==> src/wlk_regs.vh <==
// Block addresses, field positions and answer codes of the write lock logic
`ifndef WLK_REGS_VH
`define WLK_REGS_VH
`define WLK_BLK_UID_LAST   6'h01
`define WLK_BLK_STATIC     6'h02
`define WLK_BLK_CC         6'h03
`define WLK_BLK_STAT_LAST  6'h0F
`define WLK_BLK_DYN_BASE   6'h10
`define WLK_BLK_LOCKS      6'h2C
`define WLK_BLK_PWD        6'h2F
`define WLK_BLK_KILL       6'h30
`define WLK_F_SLOW         23:16
`define WLK_F_SHIGH        31:24
`define WLK_F_DYN          23:0
`define WLK_F_SYS          28:24
`define WLK_SLOW_LSB       16
`define WLK_LD_CC          0
`define WLK_LD_MID         1
`define WLK_LD_TOP         2
`define WLK_FRZ_LOW_CC     8'h08
`define WLK_FRZ_LOW_MID    8'hF0
`define WLK_FRZ_HIGH_MID   8'h03
`define WLK_FRZ_HIGH_TOP   8'hFC
`define WLK_STATIC_WMASK   32'hFFFF0000
`define WLK_LOCKS_WMASK    32'h1FFFFFFF
`define WLK_DYN_IGN_LO     5'h0E
`define WLK_DYN_IGN_HI     5'h11
`define WLK_RSP_ACK        4'hA
`define WLK_RSP_NEGATIVE_ACK_CODE_ZERO      4'h0
`define WLK_WORD_ZERO      32'h00000000
`define WLK_HALF_ZERO      16'h0000
`endif

==> src/wlk_lock_map.v <==
// Block to lock bit decoder: tells whether a block may no longer be written
`timescale 1ns/1ps
`default_nettype none
`include "wlk_regs.vh"
module wlk_lock_map #(
  parameter ADDR_W = 6
) (
  input  wire [ADDR_W-1:0] blk,
  input  wire [15:0]       static_bits,
  input  wire [23:0]       dyn_bits,
  input  wire [4:0]        sys_bits,
  output reg               locked
);
  reg [5:0] sys_idx;
  reg [5:0] pair_off;
  reg [4:0] pair_idx;

  // -----------------------------------------
  // Lock lookup
  // -----------------------------------------
  // Identity blocks never accept writes; block 2 is never locked itself
  always @* begin
    sys_idx  = blk - `WLK_BLK_LOCKS;
    pair_off = blk - `WLK_BLK_DYN_BASE;
    pair_idx = pair_off[5:1];
    locked   = 1'b0;
    if (blk <= `WLK_BLK_UID_LAST) begin
      locked = 1'b1;
    end else if (blk >= `WLK_BLK_CC && blk <= `WLK_BLK_STAT_LAST) begin
      locked = static_bits[blk[3:0]];
    end else if (blk >= `WLK_BLK_LOCKS && blk <= `WLK_BLK_KILL) begin
      locked = sys_bits[sys_idx[2:0]];
    end else if (blk >= `WLK_BLK_DYN_BASE) begin
      // Pair bits that point into the system area are dropped
      if (pair_idx < `WLK_DYN_IGN_LO || pair_idx > `WLK_DYN_IGN_HI) begin
        locked = dyn_bits[pair_idx];
      end
    end
  end
endmodule
`default_nettype wire

==> src/wlk_nv_mem.v <==
// Non-volatile block store with registered read data and lock mirrors
`timescale 1ns/1ps
`default_nettype none
`include "wlk_regs.vh"
module wlk_nv_mem #(
  parameter DEPTH  = 64,
  parameter ADDR_W = 6,
  parameter DATA_W = 32
) (
  input  wire              clk,
  input  wire              wr_en,
  input  wire              rd_en,
  input  wire [ADDR_W-1:0] addr,
  input  wire [DATA_W-1:0] wr_data,
  input  wire              kill_set,
  output reg  [DATA_W-1:0] rd_data,
  output reg  [DATA_W-1:0] static_word,
  output reg  [DATA_W-1:0] lock_word,
  output reg  [DATA_W-1:0] pwd_word,
  output reg               kill_flag
);
  reg [DATA_W-1:0] cells [0:DEPTH-1];
  integer          i;

  // Factory content: all zero, password zero, not killed
  initial begin
    for (i = 0; i < DEPTH; i = i + 1) begin
      cells[i] = {DATA_W{1'b0}};
    end
    rd_data     = {DATA_W{1'b0}};
    static_word = {DATA_W{1'b0}};
    lock_word   = {DATA_W{1'b0}};
    pwd_word    = {DATA_W{1'b0}};
    kill_flag   = 1'b0;
  end

  // Whole-word commit in one edge, mirrors follow the same edge
  always @(posedge clk) begin
    if (wr_en) begin
      cells[addr] <= wr_data;
      if (addr == `WLK_BLK_STATIC) static_word <= wr_data;
      if (addr == `WLK_BLK_LOCKS) lock_word <= wr_data;
      if (addr == `WLK_BLK_PWD) pwd_word <= wr_data;
    end
    if (rd_en) rd_data <= cells[addr];
    if (kill_set) kill_flag <= 1'b1;
  end
endmodule
`default_nettype wire

==> src/wlk_write_lock_ctrl.v <==
// Write lock and kill control of a contactless tag memory
`timescale 1ns/1ps
`default_nettype none
`include "wlk_regs.vh"
// Operation
// - Static lock write changes writable bits, ACK
// - b0 set, b3 clear: capability container stays writable
// - b1 freezes low[7:4], high[1:0]
// - b2 freezes high[7:2]
// - Static bit b3 onward locks blocks 3..0Fh
// - Pair lock bits cover block pairs from 10h
// - Pair bits over system area are ignored
// - System bits b0..b4 lock blocks 2Ch..30h
// - Killed device ignores every command forever
// - Locked block 30h answers code-zero NACK
// - Matching password: ACK, set killed flag
// - Killed flag kills at each later power-up
// - Password writable until its system bit set
// - Reads of block 2Fh return zeros
// - Lock bits only set, never cleared, ACK unless system bit b0 locks 2Ch
// - Set lock bit makes region read-only
// - Lock updates never erase set bits
module wlk_write_lock_ctrl #(
  parameter ADDR_W = 6,
  parameter DATA_W = 32,
  parameter DEPTH  = 64
) (
  input  wire              MCLK,
  input  wire              SYS_RST,
  input  wire              CMD_VALID,
  output wire              CMD_READY,
  input  wire              CMD_WRITE,
  input  wire [ADDR_W-1:0] CMD_BLOCK,
  input  wire [DATA_W-1:0] CMD_DATA,
  output wire              RSP_VALID,
  output wire [3:0]        RSP_CODE,
  output wire [DATA_W-1:0] RSP_DATA,
  output wire              KILLED,
  output wire              KILL_PENDING
);
  // -----------------------------------------
  // States
  // -----------------------------------------
  localparam [4:0] ST_BOOT = 5'h01;
  localparam [4:0] ST_IDLE = 5'h02;
  localparam [4:0] ST_EXEC = 5'h04;
  localparam [4:0] ST_RDW  = 5'h08;
  localparam [4:0] ST_DEAD = 5'h10;

  reg  [4:0]        state_q;
  reg  [4:0]        state_d;
  reg               wr_q;
  reg  [ADDR_W-1:0] blk_q;
  reg  [DATA_W-1:0] data_q;
  reg               rsp_valid_q;
  reg  [3:0]        rsp_code_q;
  reg  [DATA_W-1:0] rsp_data_q;
  reg               killed_q;
  reg               pend_q;
  reg               wr_d;
  reg  [ADDR_W-1:0] blk_d;
  reg  [DATA_W-1:0] data_d;
  reg               rsp_valid_d;
  reg  [3:0]        rsp_code_d;
  reg  [DATA_W-1:0] rsp_data_d;
  reg               killed_d;
  reg               pend_d;

  // Decisions made in the execute cycle
  reg               mem_wr;
  reg               mem_rd;
  reg  [DATA_W-1:0] mem_wdata;
  reg               kill_hit;
  reg  [3:0]        code_d;
  reg  [7:0]        frz_low;
  reg  [7:0]        frz_high;
  reg  [DATA_W-1:0] frz_word;

  wire [DATA_W-1:0] rd_word;
  wire [DATA_W-1:0] static_word;
  wire [DATA_W-1:0] lock_word;
  wire [DATA_W-1:0] pwd_word;
  wire              kill_flag;
  wire              blk_locked;
  wire [ADDR_W-1:0] mem_addr;
  wire              take;

  // -----------------------------------------
  // Helpers
  // -----------------------------------------
  // True for the two blocks whose bits are one-time programmable
  function is_lock_block;
    input [ADDR_W-1:0] b;
    begin
      is_lock_block = (b == `WLK_BLK_STATIC) || (b == `WLK_BLK_LOCKS);
    end
  endfunction

  // Ones only add: a lock bit once set survives any write
  function [DATA_W-1:0] otp_merge;
    input [DATA_W-1:0] old;
    input [DATA_W-1:0] wr;
    input [DATA_W-1:0] allow;
    begin
      otp_merge = old | (wr & allow);
    end
  endfunction

  // -----------------------------------------
  // Storage and lock decoding
  // -----------------------------------------
  assign mem_addr = blk_q;

  wlk_nv_mem #(
    .DEPTH  (DEPTH),
    .ADDR_W (ADDR_W),
    .DATA_W (DATA_W)
  ) u_mem (
    .clk         (MCLK),
    .wr_en       (mem_wr),
    .rd_en       (mem_rd),
    .addr        (mem_addr),
    .wr_data     (mem_wdata),
    .kill_set    (kill_hit),
    .rd_data     (rd_word),
    .static_word (static_word),
    .lock_word   (lock_word),
    .pwd_word    (pwd_word),
    .kill_flag   (kill_flag)
  );

  wlk_lock_map #(
    .ADDR_W (ADDR_W)
  ) u_map (
    .blk         (blk_q),
    .static_bits ({static_word[`WLK_F_SHIGH], static_word[`WLK_F_SLOW]}),
    .dyn_bits    (lock_word[`WLK_F_DYN]),
    .sys_bits    (lock_word[`WLK_F_SYS]),
    .locked      (blk_locked)
  );

  // -----------------------------------------
  // Static lock freeze masks
  // -----------------------------------------
  // A set disable bit pins its group at the current value
  always @* begin
    frz_low  = 8'h00;
    frz_high = 8'h00;
    if (static_word[`WLK_SLOW_LSB + `WLK_LD_CC]) begin
      frz_low = frz_low | `WLK_FRZ_LOW_CC;
    end
    if (static_word[`WLK_SLOW_LSB + `WLK_LD_MID]) begin
      frz_low  = frz_low | `WLK_FRZ_LOW_MID;
      frz_high = frz_high | `WLK_FRZ_HIGH_MID;
    end
    if (static_word[`WLK_SLOW_LSB + `WLK_LD_TOP]) begin
      frz_high = frz_high | `WLK_FRZ_HIGH_TOP;
    end
    frz_word = {frz_high, frz_low, `WLK_HALF_ZERO};
  end

  // -----------------------------------------
  // Execute decision
  // -----------------------------------------
  // Only the execute cycle touches the store; reads are masked later
  always @* begin
    mem_wr    = 1'b0;
    mem_rd    = 1'b0;
    mem_wdata = data_q;
    kill_hit  = 1'b0;
    code_d    = `WLK_RSP_ACK;
    if (state_q == ST_EXEC) begin
      if (!wr_q) begin
        mem_rd = 1'b1;
      end else if (blk_q == `WLK_BLK_KILL) begin
        if (blk_locked) begin
          code_d = `WLK_RSP_NEGATIVE_ACK_CODE_ZERO;
        end else if (data_q == pwd_word) begin
          kill_hit = 1'b1;
        end else begin
          code_d = `WLK_RSP_NEGATIVE_ACK_CODE_ZERO;
        end
      end else if (blk_q == `WLK_BLK_STATIC) begin
        mem_wr    = 1'b1;
        mem_wdata = otp_merge(static_word, data_q,
                              `WLK_STATIC_WMASK & ~frz_word);
      end else if (blk_locked) begin
        code_d = `WLK_RSP_NEGATIVE_ACK_CODE_ZERO;
      end else if (is_lock_block(blk_q)) begin
        mem_wr    = 1'b1;
        mem_wdata = otp_merge(lock_word, data_q, `WLK_LOCKS_WMASK);
      end else begin
        mem_wr = 1'b1;
      end
    end
  end

  // -----------------------------------------
  // Sequencer
  // -----------------------------------------
  assign take = CMD_VALID && CMD_READY;

  // Boot reads the killed flag once; a dead device never leaves its state
  always @* begin
    state_d = state_q;
    case (state_q)
      ST_BOOT: begin
        if (kill_flag) begin
          state_d = ST_DEAD;
        end else begin
          state_d = ST_IDLE;
        end
      end
      ST_IDLE: begin
        if (take) begin
          state_d = ST_EXEC;
        end
      end
      ST_EXEC: begin
        if (wr_q) begin
          state_d = ST_IDLE;
        end else begin
          state_d = ST_RDW;
        end
      end
      ST_RDW: begin
        state_d = ST_IDLE;
      end
      ST_DEAD: begin
        state_d = ST_DEAD;
      end
      default: begin
        state_d = ST_BOOT;
      end
    endcase
  end

  // State register
  always @(posedge MCLK or posedge SYS_RST) begin
    if (SYS_RST) begin
      state_q <= ST_BOOT;
    end else begin
      state_q <= state_d;
    end
  end

  // Next command: latched only when the idle sequencer takes it
  always @* begin
    wr_d   = wr_q;
    blk_d  = blk_q;
    data_d = data_q;
    if (take && state_q == ST_IDLE) begin
      wr_d   = CMD_WRITE;
      blk_d  = CMD_BLOCK;
      data_d = CMD_DATA;
    end
  end

  // Command registers
  always @(posedge MCLK or posedge SYS_RST) begin
    if (SYS_RST) begin
      wr_q   <= 1'b0;
      blk_q  <= {ADDR_W{1'b0}};
      data_q <= `WLK_WORD_ZERO;
    end else begin
      wr_q   <= wr_d;
      blk_q  <= blk_d;
      data_q <= data_d;
    end
  end

  // -----------------------------------------
  // Answer path
  // -----------------------------------------
  // Next answer: one-cycle pulse; password block reads back as zeros
  always @* begin
    rsp_valid_d = 1'b0;
    rsp_code_d  = rsp_code_q;
    rsp_data_d  = rsp_data_q;
    if (state_q == ST_EXEC && wr_q) begin
      rsp_valid_d = 1'b1;
      rsp_code_d  = code_d;
      rsp_data_d  = `WLK_WORD_ZERO;
    end else if (state_q == ST_RDW) begin
      rsp_valid_d = 1'b1;
      rsp_code_d  = `WLK_RSP_ACK;
      if (blk_q == `WLK_BLK_PWD) begin
        rsp_data_d = `WLK_WORD_ZERO;
      end else begin
        rsp_data_d = rd_word;
      end
    end
  end

  // Answer registers; code and data hold until the next answer
  always @(posedge MCLK or posedge SYS_RST) begin
    if (SYS_RST) begin
      rsp_valid_q <= 1'b0;
      rsp_code_q  <= `WLK_RSP_ACK;
      rsp_data_q  <= `WLK_WORD_ZERO;
    end else begin
      rsp_valid_q <= rsp_valid_d;
      rsp_code_q  <= rsp_code_d;
      rsp_data_q  <= rsp_data_d;
    end
  end

  // -----------------------------------------
  // Killed state
  // -----------------------------------------
  // Caught after reset release; a kill now only arms the next power-up
  always @* begin
    killed_d = killed_q;
    pend_d   = pend_q;
    if (state_q == ST_BOOT) begin
      killed_d = kill_flag;
      pend_d   = kill_flag;
    end
    if (kill_hit) begin
      pend_d = 1'b1;
    end
  end

  // Killed state registers
  always @(posedge MCLK or posedge SYS_RST) begin
    if (SYS_RST) begin
      killed_q <= 1'b0;
      pend_q   <= 1'b0;
    end else begin
      killed_q <= killed_d;
      pend_q   <= pend_d;
    end
  end

  // -----------------------------------------
  // Outputs
  // -----------------------------------------
  // Dead device swallows commands without any answer
  assign CMD_READY    = (state_q == ST_IDLE) || (state_q == ST_DEAD);
  assign RSP_VALID    = rsp_valid_q;
  assign RSP_CODE     = rsp_code_q;
  assign RSP_DATA     = rsp_data_q;
  assign KILLED       = killed_q;
  assign KILL_PENDING = pend_q;
endmodule
`default_nettype wire

==> config.mk <==
export PLATFORM = sky130hd
export DESIGN_NAME = wlk_write_lock_ctrl
export DESIGN_NICKNAME = d
export VERILOG_FILES = /design/src/wlk_lock_map.v /design/src/wlk_nv_mem.v /design/src/wlk_write_lock_ctrl.v
export VERILOG_INCLUDE_DIRS = /design/src
export SDC_FILE = /design/constraint.sdc
export NUM_CORES = 2
export LEC_CHECK = 0
export BUFFER_PORTS_ARGS = -buffer_cell sky130_fd_sc_hd__buf_2
export CELL_PAD_IN_SITES_DETAIL_PLACEMENT = 1
export CELL_PAD_IN_SITES_GLOBAL_PLACEMENT = 1
export CORE_AREA = 2 2 423 425
export CTS_CLUSTER_SIZE = 12
export DETAILED_ROUTE_END_ITERATION = 6
export DIE_AREA = 0 0 425 427
export GPL_TIMING_DRIVEN = 0
export PLACE_DENSITY_LB_ADDON = 0.1
export SYNTH_ARGS = -nofsm -noshare
export SYNTH_HDL_FRONTEND = slang
export SYNTH_SLANG_ARGS = --single-unit
==> constraint.sdc <==
create_clock -name MCLK -period 7.9 [get_ports MCLK]
set_clock_uncertainty 0.2 [all_clocks]
set_input_delay 1.185 -clock MCLK [delete_from_list [all_inputs] [get_ports MCLK]]
set_output_delay 1.185 -clock MCLK [all_outputs]
set_load 0.02 [all_outputs]
==> metrics.yaml <==
outcome:
  outcome: "finished with violations"
  violations: "capacitance limit, slew limit"
critical_path:
  cp_cell_sequence: "clkbuf_1 -> inv_1 -> clkbuf_2 -> ha_1 -> o311ai_0 -> nor2_1 -> a2111oi_4 -> nor3_1 -> nand2_1 -> clkbuf_1 -> nor3_2 -> buf_6 -> buf_6 -> buf_6 -> buf_6"
  start_kind: "register"
  cpMostUsedCell: "buf_6"
  cp_top_family: "buffers and inverters"
  cpMaxStageDelayCell: "clkbuf_1"
  endpoint_kind: "register"
  rr_startpoint: "blk_q[4]"
  cp_data_arrival_time_ns: 7.95
  max_stage_delay_ns: 1.01
  required_ns: 8.28
  crit_start: "blk_q[4]"
  worstSetupPathType: "register to register"
  worstPathMaxFanout: 12
  path_buf_inv: 8
synth:
  ys_types: 76
  syn_inst: 5009
  ys_seq_area_share_pct: 78.0
  async_reset_ff_share_pct: 3.55
  postSynthAreaPerCell_sq_um: 17.2
  netlist_area_sq_um: 86300
  synth_warnings: 0
  ys.flop_type: "edfxtp_1"
  ys_ff_latch: 2256
  synth_edf_count: 2176
min_path:
  min_path_type: "register to register"
  hp-start: "KILLED"
clock_tree:
  clockRootBuffer: "clkbuf_16"
  clkTransAtPathRegs_ns: 0.06
  insertion_delay_ns: 0.92
  htree_levels: 4
  clk_path_buf_depth: 3
  cts-resized-gates: 0
  cts_made_buffers: 231
  cts.sinks: 2256
  cts_tree: "built"
  cts_hold_buffers: 1
  post_cts_buffers: 0
floorplanning:
  fp.dieH_um: 427
  ios: 82
  initial_core_util_pct: 48.7
  num_rows: 155
  dieArea_sq_um: 181000
  core_sq_um: 177000
  die_w_um: 425
routing:
  drt_wl_total_um: 396000
  ant_nets: 0
  first_iter_violations: 12000
  wl_per_cell_um: 47.8
  drcViolationCount: 0
  first_pass_iters: 6
  num_vias: 59400
  vias_per_cell: 7.17
global_routing:
  grt_max_degree: 68
  grt_remaining_overflow: 0
  grt_pass1_wl_um: 515000
  grt_pass1_vias: 55800
  antenna_found_initial: 46
  grt_usage_pct: 43.4
sta:
  slew_violations: 229
  fin_tns_setup_ns: 0
  worstMarginPinSlew_ns: 1.71
  worst_slack_ns: 0.337
  final.period_utilization_pct: 95.7
  hold_violations: 0
  relSlewSlack_pct: -14.2
  max_freq_mhz: 132
  rsz0062_at_grt: "no"
  setup_viol: 0
  min_period_ns: 7.56
power:
  p_per_area_nw_per_um2: 265
  pwr-share-seq_pct: 48.7
  switching_share_pct: 27.9
  intPower_mw: 19.7
  p_clk_share_pct: 37.7
  pwr-share-comb_pct: 13.5
  ir_drop_mv: 0.249
  p_leak_nw: 34.5
  p_sw_mw: 7.60
place:
  routabilityCongestion: 1.01
  portBuffers: 79
  post-place-ws_ns: 0.744
  dp_hpwl_um: 282000
final_layout:
  drive_above_1_share_pct: 20.0
  utilization_pct: 58.1
  final_net_count: 5769
  area_delta_synth_final_pct: 19.3
flow_run:
  maxCapViolations: 26
## per-stage QoR
step	area, sq um	power, mW	cells	hold slack [ns]
after floorplan	86600	15.0	5074	0.243
after global placement	89900	16.8	7508	0.249
after detailed placement	96100	17.0	7840	0.253
after CTS	103000	27.0	8256	0.241
after global routing	103000	27.6	8261	0.286
final	103000	27.3	8281	0.265
## worst paths after layout
| check | endpoint | slack, ns | cells after the start |
|---|---|---|---|
| max reg2reg | u_mem.cells[56][17] | 0.34 | 15 |
| min reg2reg | KILLED | 0.27 | 1 |
| max | u_mem.cells[56][17] | 0.34 | 15 |
| min | KILLED | 0.27 | 1 |
| min in group asynchronous | RSP_DATA[21] | 0.54 | 3 |
| max in group asynchronous | state_q[0] | 6.31 | 4 |
## cells in the final DEF (no fill, tap or decap), types with 19 or more instances in the layout
| master | netlist | routed |
|---|---|---|
| nor2_4 | 0 | 27 |
| a22oi_1 | 345 | 345 |
| mux2_2 | 131 | 131 |
| a22o_1 | 189 | 189 |
| buf_6 | 13 | 159 |
| clkbuf_16 | 0 | 233 |
| buf_1 | 50 | 47 |
| nand4_1 | 36 | 36 |
| a31oi_1 | 77 | 77 |
| clkbuf_2 | 0 | 19 |
| conb_1 | 1 | 66 |
| clkinv_2 | 0 | 24 |
| nor3_4 | 0 | 31 |
| o211ai_1 | 23 | 23 |
| diode_2 | 0 | 23 |
| mux2i_1 | 122 | 122 |
| o21ai_0 | 108 | 105 |
| a221oi_1 | 106 | 105 |
| a21oi_1 | 258 | 258 |
| nand2_1 | 355 | 355 |
| buf_2 | 125 | 206 |
| xor2_1 | 24 | 24 |
| nor2_1 | 141 | 114 |
| edfxtp_1 | 2176 | 2176 |
| nor3_2 | 31 | 32 |
| a211oi_1 | 50 | 50 |
| buf_12 | 0 | 47 |
| buf_4 | 12 | 26 |
| buf_8 | 0 | 51 |
| clkinv_1 | 1 | 61 |
| dfrtp_1 | 78 | 78 |
| buf_16 | 0 | 74 |
| mux4_2 | 76 | 76 |
| clkbuf_1 | 145 | 204 |
| nand3_1 | 75 | 75 |
## cell families (layout without fill, tap and decap cells)
group	Yosys count	count (layout)	synth area share, %
XOR/XNOR	35	35	0.355
multiplexers	331	331	5.13
other	1	89	0.00434
buffers and inverters	358	1187	1.90
flip-flops	2256	2256	78.0
adder cells (fa/ha/maj)	6	6	0.0869
AO/OA/AOI/OAI	1284	1284	10.6
AND/OR/NAND/NOR	738	738	3.93
## power by group through the flow
stage | sequential [mW] | combinational, mW | clock (mW)
finish | 13.3 | 3.69 | 10.3
global route | 13.3 | 3.60 | 10.7
CTS | 13.3 | 3.42 | 10.3
detailed placement | 13.6 | 3.41 | 0
global placement | 13.6 | 3.20 | 0
floorplan | 13.6 | 1.46 | 0
## synth_stat cells (all sizes together), types with 7 or more instances
cell type / count / share of area (%)
a2111oi: 12 / 0.14
a211oi: 50 / 0.43
a21oi: 258 / 1.5
a221o: 9 / 0.10
a221oi: 107 / 1.1
a22o: 189 / 1.9
a22oi: 345 / 3.0
a31oi: 78 / 0.58
buf: 200 / 1.2
clkbuf: 145 / 0.63
dfrtp: 78 / 2.3
edfxtp: 2176 / 76
inv: 12 / 0.052
mux2: 133 / 1.7
mux2i: 122 / 1.4
mux4: 76 / 2.0
nand2: 355 / 1.5
nand2b: 7 / 0.051
nand3: 75 / 0.43
nand4: 36 / 0.26
nor2: 142 / 0.62
nor2b: 13 / 0.094
nor3: 74 / 0.61
nor4: 9 / 0.083
o2111ai: 17 / 0.17
o211a: 8 / 0.093
o211ai: 23 / 0.20
o21a: 16 / 0.14
o21ai: 112 / 0.65
o22ai: 17 / 0.12
o32ai: 10 / 0.10
xnor2: 11 / 0.11
xor2: 24 / 0.24
## layout make-up
class	count	area (sq um)
Sequential cell	2256	67300
Tap cell	2355	2950
Timing Repair Buffer	414	5910
Buffer	345	1620
Fill cell	15800	74200
Inverter	13	51.3
Antenna cell	23	57.6
Clock buffer	313	6170
Clock inverter	102	692
Multi-Input combinational cell	2460	18200
## state kept, by name (all words and copies together) (netlist names)
signal	cells
KILLED	1
KILL_PENDING	1
RSP_CODE	1
RSP_DATA	32
RSP_VALID	1
blk_q	6
data_q	32
state_q	5
u_mem.cells	2048
u_mem.lock_word	32
u_mem.pwd_word	32
u_mem.rd_data	32
u_mem.static_word	32
wr_q	1
## per-layer routing
| metal | vias to the layer above | GRT usage, % | routed length, um |
|---|---|---|---|
| li1 | 21700 | - | - |
| met1 | 30700 | 55.5 | 135000 |
| met2 | 5734 | 60.9 | 165000 |
| met3 | 1289 | 17.0 | 62600 |
| met4 | 20 | 29.5 | 32600 |
| met5 | - | 0 | 126 |
Note: power is estimated with default switching activity, not from simulation.
